`config.mk`:
```
export PLATFORM = sky130hd
export DESIGN_NAME = radio_agc_pa_config
export DESIGN_NICKNAME = d
export VERILOG_FILES = /design/src/logic/power_ramp_stepper.v /design/src/logic/radio_agc_pa_config.v
export VERILOG_INCLUDE_DIRS = /design/src /design/src/logic
export SDC_FILE = /design/constraint.sdc
export NUM_CORES = 1
export LEC_CHECK = 0
export BUFFER_PORTS_ARGS = -buffer_cell sky130_fd_sc_hd__clkbuf_2
export CORE_MARGIN = 3
export CORE_UTILIZATION = 29
export DETAILED_ROUTE_END_ITERATION = 12
export GPL_TIMING_DRIVEN = 0
export HOLD_SLACK_MARGIN = 0.02
export PLACE_DENSITY = 0.47
export SETUP_SLACK_MARGIN = 0.05
export SYNTH_ARGS = -nofsm -noshare
export SYNTH_HDL_FRONTEND = slang
export SYNTH_SLANG_ARGS = --single-unit
```
`constraint.sdc`:
```
create_clock -name clock -period 4.3 [get_ports clock]
set_input_delay 0.86 -clock clock [delete_from_list [all_inputs] [get_ports clock]]
set_output_delay 0.86 -clock clock [all_outputs]
set_load 0.05 [all_outputs]
```
`src/logic/radio_agc_pa_defines.vh`:
```
// register offsets, field positions and reset values for the agc / pa config block
// assumes inclusion by bare name from the design files under logic/
// Contract
// - deadband code 00 small, 11 largest zone
// - settle 8/16/24/32 samples after gain step
// - hold 00: adjust gain whenever needed
// - hold 01: freeze gain after sync word
// - hold 10: analog fixed, digital adjusts
// - hold 11: both gains fixed, manual override
// - averaging span 8/16/32/64 samples
// - averaging span also sets ask slicer boundary
// - power index picks one of eight entries
// - ask one uses index, zero uses entry 0
// - ramp and shaping step entries 0..index
// - four rx bias trims driven to front end
// - tx lo trim resets to 01, driven out
`ifndef RADIO_AGC_PA_DEFINES_VH
`define RADIO_AGC_PA_DEFINES_VH
`define AGC_TUNING_IDX        16'hDF19
`define RX_FRONT_END_BIAS_IDX 16'hDF1A
`define TX_FRONT_END_CFG_IDX  16'hDF1B
`define PTAB_BASE_IDX         16'hDF20
`define RAMP_CTRL_IDX         16'hDF28
`define AGC_TUNING_RST        8'h91
`define RX_FRONT_END_BIAS_RST 8'h56
`define TX_FRONT_END_CFG_RST  8'h10
`define TX_FRONT_END_CFG_MASK 8'h37
`define PTAB_RST              8'h00
`define RAMP_CTRL_RST         8'h04
`define DEADBAND_MSB          7
`define DEADBAND_LSB          6
`define SETTLE_MSB            5
`define SETTLE_LSB            4
`define HOLD_MSB              3
`define HOLD_LSB              2
`define SPAN_MSB              1
`define SPAN_LSB              0
`define PIDX_MSB              2
`define PIDX_LSB              0
`define TXLO_MSB              5
`define TXLO_LSB              4
`endif

```
`src/logic/power_ramp_stepper.v`:
```
// steps the power table index between 0 and a target, one step per enable pulse
// assumes step_en is a one-cycle pulse on clock
`timescale 1ns/1ns
module power_ramp_stepper (
  clock,
  srst,
  step_en,
  target,
  up,
  level,
  at_top,
  at_zero
);
  input  wire       clock;
  input  wire       srst;
  input  wire       step_en;
  input  wire [2:0] target;
  input  wire       up;
  output wire [2:0] level;
  output wire       at_top;
  output wire       at_zero;

  reg [2:0] level_q;
  assign level   = level_q;
  assign at_top  = (level_q == target);
  assign at_zero = (level_q == 3'h0);

  always @(posedge clock) begin
    if (srst) begin
      level_q <= 3'h0;
    end else if (step_en) begin
      // up steps never pass target; entries above it are only walked down from
      // a lowered target is walked down one entry at a time, never jumped to
      if (up && level_q < target)
        level_q <= level_q + 3'h1;
      else if (level_q != 3'h0 && (!up || level_q > target))
        level_q <= level_q - 3'h1;
    end
  end
endmodule // power_ramp_stepper

```
`src/logic/radio_agc_pa_config.v`:
```
// agc and pa configuration registers with avalon-mm slave, agc gain policy
// and power_table_index level selection with ramp/ask shaping
// assumes radio datapath strobes arrive on clock; pins listed are synchronised
`timescale 1ns/1ns
`include "radio_agc_pa_defines.vh"
module radio_agc_pa_config #(
  parameter ADDR_W = 18,
  parameter RAMP_DIV = 16
) (
  clock,
  srst,
  address,
  read,
  write,
  writedata,
  byteenable,
  readdata,
  readdatavalid_unused,
  waitrequest,
  response,
  sample_strobe,
  agc_want_step,
  sync_found,
  rx_active,
  ask_mode,
  tx_active,
  tx_symbol,
  analog_gain_step,
  digital_gain_step,
  agc_accumulate,
  deadband_select,
  avg_span_samples,
  slice_boundary_len,
  lna_bias_trim,
  lna_to_mixer_bias_trim,
  rx_lo_buffer_trim,
  mixer_bias_trim,
  tx_lo_buffer_trim,
  pa_setting,
  pa_level_index,
  tx_ramp_done
);
  input  wire [ADDR_W-1:0] address;
  input  wire              clock;
  input  wire              srst;
  input  wire              read;
  input  wire              write;
  input  wire [31:0]       writedata;
  input  wire [3:0]        byteenable;
  output reg  [31:0]       readdata;
  output wire              readdatavalid_unused;
  output wire              waitrequest;
  output reg  [1:0]        response;
  input  wire              sample_strobe;
  input  wire              agc_want_step;
  input  wire              sync_found;
  input  wire              rx_active;
  input  wire              ask_mode;
  input  wire              tx_active;
  input  wire              tx_symbol;
  output reg               analog_gain_step;
  output reg               digital_gain_step;
  output reg               agc_accumulate;
  output reg  [1:0]        deadband_select;
  output reg  [6:0]        avg_span_samples;
  output reg  [6:0]        slice_boundary_len;
  output reg  [1:0]        lna_bias_trim;
  output reg  [1:0]        lna_to_mixer_bias_trim;
  output reg  [1:0]        rx_lo_buffer_trim;
  output reg  [1:0]        mixer_bias_trim;
  output reg  [1:0]        tx_lo_buffer_trim;
  output reg  [7:0]        pa_setting;
  output reg  [2:0]        pa_level_index;
  output wire              tx_ramp_done;

  localparam [1:0] HOLD_NONE = 2'h0;
  localparam [1:0] HOLD_SYNC = 2'h1;
  localparam [1:0] HOLD_ANLG = 2'h2;
  localparam [1:0] HOLD_BOTH = 2'h3;

  localparam [2:0] ST_ACCUM  = 3'h1;
  localparam [2:0] ST_SETTLE = 3'h2;
  localparam [2:0] ST_FROZEN = 3'h4;

  reg [7:0] agc_tuning_q;
  reg [7:0] rx_front_end_bias_q;
  reg [7:0] tx_front_end_config_q;
  reg [7:0] ramp_ctrl_q;
  reg [7:0] power_setting_table_q [0:7];

  // one wait cycle: request held one extra edge so every access answers in 2
  reg  pend_q;
  wire req = read | write;
  assign waitrequest = req & ~pend_q;
  // fixed-latency slave, so the pipelined valid strobe is never used
  assign readdatavalid_unused = 1'b0;

  wire [15:0] word_idx = address[17:2];
  wire hit_agc  = (word_idx == `AGC_TUNING_IDX);
  wire hit_rxb  = (word_idx == `RX_FRONT_END_BIAS_IDX);
  wire hit_txc  = (word_idx == `TX_FRONT_END_CFG_IDX);
  wire hit_ramp = (word_idx == `RAMP_CTRL_IDX);
  // table decode on the upper index bits: eight consecutive words
  wire [15:0] ptab_base = `PTAB_BASE_IDX;
  wire hit_tab  = (word_idx[15:3] == ptab_base[15:3]);
  wire hit_any  = hit_agc | hit_rxb | hit_txc | hit_ramp | hit_tab;
  wire do_wr    = write & pend_q & byteenable[0];
  wire [7:0] wd = writedata[7:0];

  integer i;
  always @(posedge clock) begin
    if (srst) begin
      pend_q <= 1'b0;
    end else begin
      pend_q <= req & ~pend_q;
    end
  end

  always @(posedge clock) begin
    if (srst) begin
      agc_tuning_q          <= `AGC_TUNING_RST;
      rx_front_end_bias_q   <= `RX_FRONT_END_BIAS_RST;
      tx_front_end_config_q <= `TX_FRONT_END_CFG_RST;
      ramp_ctrl_q           <= `RAMP_CTRL_RST;
      for (i = 0; i < 8; i = i + 1)
        power_setting_table_q[i] <= `PTAB_RST;
    end else if (do_wr) begin
      if (hit_agc)
        agc_tuning_q <= wd;
      if (hit_rxb)
        rx_front_end_bias_q <= wd;
      if (hit_txc)
        tx_front_end_config_q <= wd & `TX_FRONT_END_CFG_MASK;
      if (hit_ramp)
        ramp_ctrl_q <= wd;
      if (hit_tab)
        power_setting_table_q[word_idx[2:0]] <= wd;
    end
  end

  // response 10 flags an unmapped word; writes there are dropped
  always @(posedge clock) begin
    if (srst) begin
      readdata <= 32'h0000_0000;
      response <= 2'h0;
    end else if (read & ~pend_q) begin
      response <= hit_any ? 2'h0 : 2'h2;
      if (hit_agc)
        readdata <= {24'h00_0000, agc_tuning_q};
      else if (hit_rxb)
        readdata <= {24'h00_0000, rx_front_end_bias_q};
      else if (hit_txc)
        readdata <= {24'h00_0000, tx_front_end_config_q};
      else if (hit_ramp)
        readdata <= {24'h00_0000, ramp_ctrl_q};
      else if (hit_tab)
        readdata <= {24'h00_0000, power_setting_table_q[word_idx[2:0]]};
      else
        readdata <= 32'h0000_0000;
    end else if (write & ~pend_q) begin
      response <= hit_any ? 2'h0 : 2'h2;
    end
  end

  wire [1:0] hold_mode = agc_tuning_q[`HOLD_MSB:`HOLD_LSB];
  wire [1:0] settle    = agc_tuning_q[`SETTLE_MSB:`SETTLE_LSB];
  wire [1:0] span      = agc_tuning_q[`SPAN_MSB:`SPAN_LSB];

  // settle count: 8*(code+1) samples
  wire [5:0] settle_len = {1'b0, settle, 3'h0} + 6'h08;
  reg  [5:0] settle_cnt_q;
  reg  [2:0] agc_state_q;
  reg        synced_q;

  // sync latch clears when the receiver drops, ready for the next packet
  always @(posedge clock) begin
    if (srst) begin
      synced_q <= 1'b0;
    end else if (!rx_active) begin
      synced_q <= 1'b0;
    end else if (sync_found) begin
      synced_q <= 1'b1;
    end
  end

  wire analog_ok  = (hold_mode == HOLD_NONE) ||
                    (hold_mode == HOLD_SYNC && !synced_q);
  wire digital_ok = analog_ok || (hold_mode == HOLD_ANLG);
  wire frozen     = !digital_ok;

  always @(posedge clock) begin
    if (srst) begin
      agc_state_q       <= ST_ACCUM;
      settle_cnt_q      <= 6'h00;
      analog_gain_step  <= 1'b0;
      digital_gain_step <= 1'b0;
      agc_accumulate    <= 1'b0;
    end else begin
      analog_gain_step  <= 1'b0;
      digital_gain_step <= 1'b0;
      agc_accumulate    <= 1'b0;
      case (agc_state_q)
        ST_ACCUM: begin
          if (frozen) begin
            agc_state_q <= ST_FROZEN;
          end else if (sample_strobe && rx_active) begin
            if (agc_want_step) begin
              analog_gain_step  <= analog_ok;
              digital_gain_step <= ~analog_ok;
              settle_cnt_q      <= settle_len;
              agc_state_q       <= ST_SETTLE;
            end else begin
              agc_accumulate <= 1'b1;
            end
          end
        end
        ST_SETTLE: begin
          // no accumulation until the settle window has passed
          if (sample_strobe) begin
            if (settle_cnt_q == 6'h01)
              agc_state_q <= ST_ACCUM;
            settle_cnt_q <= settle_cnt_q - 6'h01;
          end
        end
        ST_FROZEN: begin
          // hold 11, or hold 01 after sync: gain untouched, samples still averaged
          if (!frozen)
            agc_state_q <= ST_ACCUM;
          else if (sample_strobe && rx_active)
            agc_accumulate <= 1'b1;
        end
        default: agc_state_q <= ST_ACCUM;
      endcase
    end
  end

  // outputs lag the registers by one cycle; the analog side treats them as static
  always @(posedge clock) begin
    if (srst) begin
      deadband_select        <= 2'h2;
      avg_span_samples       <= 7'h10;
      slice_boundary_len     <= 7'h10;
      lna_bias_trim          <= 2'h1;
      lna_to_mixer_bias_trim <= 2'h1;
      rx_lo_buffer_trim      <= 2'h1;
      mixer_bias_trim        <= 2'h2;
      tx_lo_buffer_trim      <= 2'h1;
    end else begin
      deadband_select    <= agc_tuning_q[`DEADBAND_MSB:`DEADBAND_LSB];
      avg_span_samples   <= 7'h08 << span;
      slice_boundary_len <= 7'h08 << span;
      lna_bias_trim          <= rx_front_end_bias_q[7:6];
      lna_to_mixer_bias_trim <= rx_front_end_bias_q[5:4];
      rx_lo_buffer_trim      <= rx_front_end_bias_q[3:2];
      mixer_bias_trim        <= rx_front_end_bias_q[1:0];
      tx_lo_buffer_trim      <= tx_front_end_config_q[`TXLO_MSB:`TXLO_LSB];
    end
  end

  // ramp step pacing; divider length from ramp_ctrl, minimum one cycle
  wire [2:0] power_index = tx_front_end_config_q[`PIDX_MSB:`PIDX_LSB];
  reg  [7:0] div_q;
  wire       step_en = (div_q == 8'h00);
  always @(posedge clock) begin
    if (srst)
      div_q <= 8'h00;
    else if (step_en)
      div_q <= ramp_ctrl_q;
    else
      div_q <= div_q - 8'h01;
  end

  // ask: ramp toward index on one, toward zero on zero
  wire ramp_up = tx_active && (!ask_mode || tx_symbol);
  wire [2:0] level;
  wire at_top;
  wire at_zero;
  power_ramp_stepper u_ramp (
    .clock   (clock),
    .srst    (srst),
    .step_en (step_en),
    .target  (power_index),
    .up      (ramp_up),
    .level   (level),
    .at_top  (at_top),
    .at_zero (at_zero)
  );
  assign tx_ramp_done = tx_active ? at_top : at_zero;

  // index and setting change together so the pa never sees a mixed pair
  always @(posedge clock) begin
    if (srst) begin
      pa_setting     <= 8'h00;
      pa_level_index <= 3'h0;
    end else begin
      pa_level_index <= level;
      pa_setting     <= power_setting_table_q[level];
    end
  end
endmodule // radio_agc_pa_config

```
==> impl_results.md <==
- Pwr/cell area: a little under 400 nW/um^2
- Post-synthesis register bit count: approximately 150
- Netlist Area Pre-Place: 7843 sq um
- Die span in x: 170.5 microns
- Routed length per instance: about 20 microns
- Count of endpoints failing setup in the final report: 0
- Layout area overhead: 19.34%
- Amount of wire on met3 after detailed routing: 1317 microns
- Total buffers and inverters traversed by the critical path: 4
- Number of antenna violations at the first check in global routing: 0
- Clock root buffer: sky130_fd_sc_hd__clkbuf_16
- Largest delay contributor family on the critical path: buffers and inverters
- Data arrival time of the worst path: ~2.6 ns
- Pre-antenna DRT Iters: 5
- Clock power frac: 41.3%
- Switching power of the nets: 1.047 mW
- Clock tree from TritonCTS: built
- Antenna diode count: 0
- Number of buffers on the longest clock path: 2
- Residual overflow from global routing: 0
- Final hold vios: 0
- Share of total power in sequential cells: between 40 and 50%
- Sum Neg Setup Slack: 0 ns
- Count of input and output buffers: 78
- Standard cell core area: 26,350 sq um
- Cell variety after synth: 75
- Top_reg_cell synth: sky130_fd_sc_hd__dfxtp_1
- Sequential area share after synthesis: a little under half
- Largest incremental delay on the critical path: 0.42 ns
- Synth area leader: sky130_fd_sc_hd__edfxtp_1
- Fillers: 2,625
- Number of resized instances in the post-cts repair step: 0
- Total GRT Usage: approximately 16%
- Worst slew slack as a fraction of its limit: around 23%
- Setup repair after global routing missed its margin: no
- Critical Path Sink Type: output port
- Layout Cells excl Fill: about 1,200
- Cell seen most often among critical-path stages: sky130_fd_sc_hd__buf_2
- Library cell contributing the largest single delay on the critical path: sky130_fd_sc_hd__buf_2
- Floorplan die area: ~29,000 sq um
- Crit path time final: roughly 3.5 ns
- Final period utilization: between 80% and 90%
- DRC violation total after the first TritonRoute iteration: roughly 500
- Critical-path maximum fanout: 10
- Area used by sequential logic in the layout: 3724 sq um
- Number of placed instances, taps included: around 1,200
- Total CTS buffers: 17
- Net count reported at finish: 920
- Post-CTS Hold Buffers: 0
- IO Count: between 100 and 150
- Setup CP Type: flop to output port
- Maximum operating frequency: 286.7 MHz
- Leakage power total: roughly 3.7 nW
- Via count of the first global-routing pass: ~5,700
- YS warnings: 0
- Placement row count: 59
- Int Power: between 2 and 3 mW
- Count of max-cap constraint violations: 0
- Topmost layer with routed signal wires: met4
- Maximum number of pins on one net before global-route repair: 17
- Number of instances in the synthesized netlist: just over 700
- Routed metal-1 wirelength: roughly 11,000 microns
- Wirelength, routed: ~24,000 microns
- Data required time of the worst path: ~3.4 ns
- Status: completed
- Number of flops mapped to enable cells by yosys: between 60 and 70
- DPL Wire Length: 17,500 microns
- H-tree Lvls: 4
- Post-Route Skew: 0.01098 ns
- Most area-consuming cells after synthesis: sky130_fd_sc_hd__edfxtp_1 25%, sky130_fd_sc_hd__dfxtp_1 23%, sky130_fd_sc_hd__mux4_2 7.8%
- Worst-path clk slew: about 0.07 ns
- Gp weighted congestion: just under 0.9
- Cell breakdown of the critical path: buf_2 > buf_2 > inv_1 > ha_1 > and3_1 > nand2_1 > o21ai_0 > clkbuf_2
- WL met2: about 10,000 microns
- Initial standard-cell utilization of the core: between 20% and 30%
- Switching power as a share of total power: approximately 28%
- Clock sink count: around 150
- Part of the power in combinational logic: approximately 15%
- Share of cells above drive strength 1: 26.19%
- Least-Margin Pin Slew: between 1 and 1.5 ns
- Wire length of the first global-routing pass: roughly 36,000 microns
- Final slew viol count: 0
- Antenna Nets Post-Route: 0
- Clock insertion delay at the later pin of the skew report: about 0.43 ns
- Ys async rst share: 0%
- Setup bufs post-CTS: 0
- Multi-input logic area: ~3700 sq um
- Routed vias: roughly 5,800
- Number of vias per cell: approximately 4.8
- Average cell area after synthesis: roughly 11 sq um
- DRC viols: 0
- Die H: roughly 170 microns
- CP startpoint kind: flop
- VDD IR max: 0.0002598 V
- Fraction of post-synthesis cell area in the top cell type by area: approximately a quarter
- Class of the tightest hold or removal check: flop to flop
worst reg2reg max path, delay by kind of cell, from the launching register on:
kind	cells	cell delay, ns
simple gates	2	0.17
buf+inv	3	0.70
fa+ha+maj	2	0.58
compound gates	3	0.88
flops	1	0.33
mux	1	0.37
synthesized netlist by cell type, types with 9 or more instances:
cell type / count
sky130_fd_sc_hd__nand3_1: 16
sky130_fd_sc_hd__mux4_2: 27
sky130_fd_sc_hd__mux2i_1: 47
sky130_fd_sc_hd__a21oi_1: 9
sky130_fd_sc_hd__a211oi_1: 16
sky130_fd_sc_hd__and2_1: 65
sky130_fd_sc_hd__nor3_1: 11
sky130_fd_sc_hd__inv_1: 13
sky130_fd_sc_hd__nand2_1: 45
sky130_fd_sc_hd__buf_4: 40
sky130_fd_sc_hd__nor2_1: 64
sky130_fd_sc_hd__o21ai_0: 18
sky130_fd_sc_hd__clkbuf_1: 26
sky130_fd_sc_hd__edfxtp_1: 64
sky130_fd_sc_hd__nor2b_1: 13
sky130_fd_sc_hd__dfxtp_1: 90
sky130_fd_sc_hd__buf_2: 9
cells by family (layout without fill, tap and decap cells):
logic type | Yosys count | in the layout | share of synthesized area, %
buffers and inverters | 95 | 206 | 7.036
and+or+nand+nor | 288 | 288 | 21.30
other | 1 | 32 | 0.04782
muxes | 75 | 75 | 13.90
adders and majority gates | 9 | 9 | 1.532
AOI/OAI and AO/OA | 90 | 90 | 8.153
DFF | 154 | 154 | 47.48
xor gates and xnor gates | 5 | 5 | 0.5584
stage by stage:
step / hold slack [ns] / instance area (sq um) / total power [mW] / utilization [%] / setup WS (ns)
final: 0.4758 / 9359 / 3.692 / 35.51 / 0.8115
after floorplan: 0.4312 / 7959 / 2.053 / - / 1.437
after CTS: 0.4759 / 9359 / 3.716 / 35.51 / 0.7554
after global placement: 0.4623 / 8768 / 2.196 / 33.27 / 0.5797
after detailed placement: 0.4682 / 8776 / 2.199 / 33.30 / 0.8060
after global routing: 0.5003 / 9359 / 3.838 / 35.51 / 0.5873
cells in the final DEF (no fill, tap or decap), types with 4 or more instances in the layout:
master,instances
sky130_fd_sc_hd__nor3b_1,8
sky130_fd_sc_hd__o211ai_1,5
sky130_fd_sc_hd__clkbuf_2,78
sky130_fd_sc_hd__o21ai_0,16
sky130_fd_sc_hd__nand2b_1,4
sky130_fd_sc_hd__nand4_1,7
sky130_fd_sc_hd__nor2_1,64
sky130_fd_sc_hd__nor2b_1,13
sky130_fd_sc_hd__mux4_2,27
sky130_fd_sc_hd__and2_1,65
sky130_fd_sc_hd__xnor2_1,4
sky130_fd_sc_hd__conb_1,32
sky130_fd_sc_hd__mux2i_1,47
sky130_fd_sc_hd__o31ai_1,5
sky130_fd_sc_hd__dfxtp_1,90
sky130_fd_sc_hd__a211oi_1,16
sky130_fd_sc_hd__buf_2,9
sky130_fd_sc_hd__nand2_1,45
sky130_fd_sc_hd__clkbuf_1,27
sky130_fd_sc_hd__edfxtp_1,64
sky130_fd_sc_hd__a21oi_1,9
sky130_fd_sc_hd__nor3_4,5
sky130_fd_sc_hd__nor2_2,7
sky130_fd_sc_hd__o21ai_1,4
sky130_fd_sc_hd__or2_2,7
sky130_fd_sc_hd__buf_4,41
sky130_fd_sc_hd__nor3_1,11
sky130_fd_sc_hd__clkbuf_16,17
sky130_fd_sc_hd__and3_1,7
sky130_fd_sc_hd__inv_4,4
sky130_fd_sc_hd__a31oi_1,7
sky130_fd_sc_hd__ha_1,8
sky130_fd_sc_hd__nand3_1,16
sky130_fd_sc_hd__inv_1,14
power groups by stage:
stage	Combinational, mW	Clock [mW]	Sequential, mW
after detailed placement	0.540	0	1.66
after global placement	0.538	0	1.66
after CTS	0.543	1.55	1.63
after global routing	0.594	1.61	1.63
after floorplan	0.382	0	1.67
final	0.541	1.52	1.63
state kept, by name, indices dropped and copies added, names as in the netlist, 2 cells and up:
signal,flops
readdata,8
div_q,8
tx_lo_buffer_trim,2
mixer_bias_trim,2
pa_setting,8
slice_boundary_len,4
u_ramp.level,3
ramp_ctrl_q,8
deadband_select,2
lna_to_mixer_bias_trim,2
settle_cnt_q,6
rx_lo_buffer_trim,2
pa_level_index,3
tx_front_end_config_q,5
agc_state_q,3
rx_front_end_bias_q,8
power_setting_table_q,64
lna_bias_trim,2
agc_tuning_q,8
layer usage:
metal / vias to the layer above / track usage (%)
li1: 2783 / -
met1: 2764 / 24.06
met2: 188 / 24.59
met3: 24 / 2.927
met4: 0 / 5.291
met5: - / 0
final cells by class:
| type | instances | share of cell area [%] |
|---|---|---|
| Tap cell | 335 | 4.479 |
| Sequential cell | 154 | 39.79 |
| Timing Repair Buffer | 79 | 4.251 |
| Clock inverter | 13 | 1.497 |
| Buffer | 80 | 5.294 |
| Inverter | 15 | 0.6016 |
| Clock buffer | 19 | 4.733 |
| Multi-Input combinational cell | 499 | 39.36 |
worst paths after layout:
kind | to | depth (start not counted) | startpoint | slack (ns)
hold reg to reg | analog_gain_step | 1 | synced_q | 0.48
hold / removal | analog_gain_step | 1 | synced_q | 0.48
setup reg to reg | u_ramp.level[2] | 11 | u_ramp.level[0] | 1.17
setup / recovery | tx_ramp_done | 8 | u_ramp.level[0] | 0.81
Note: power is estimated with default switching activity, not from simulation.
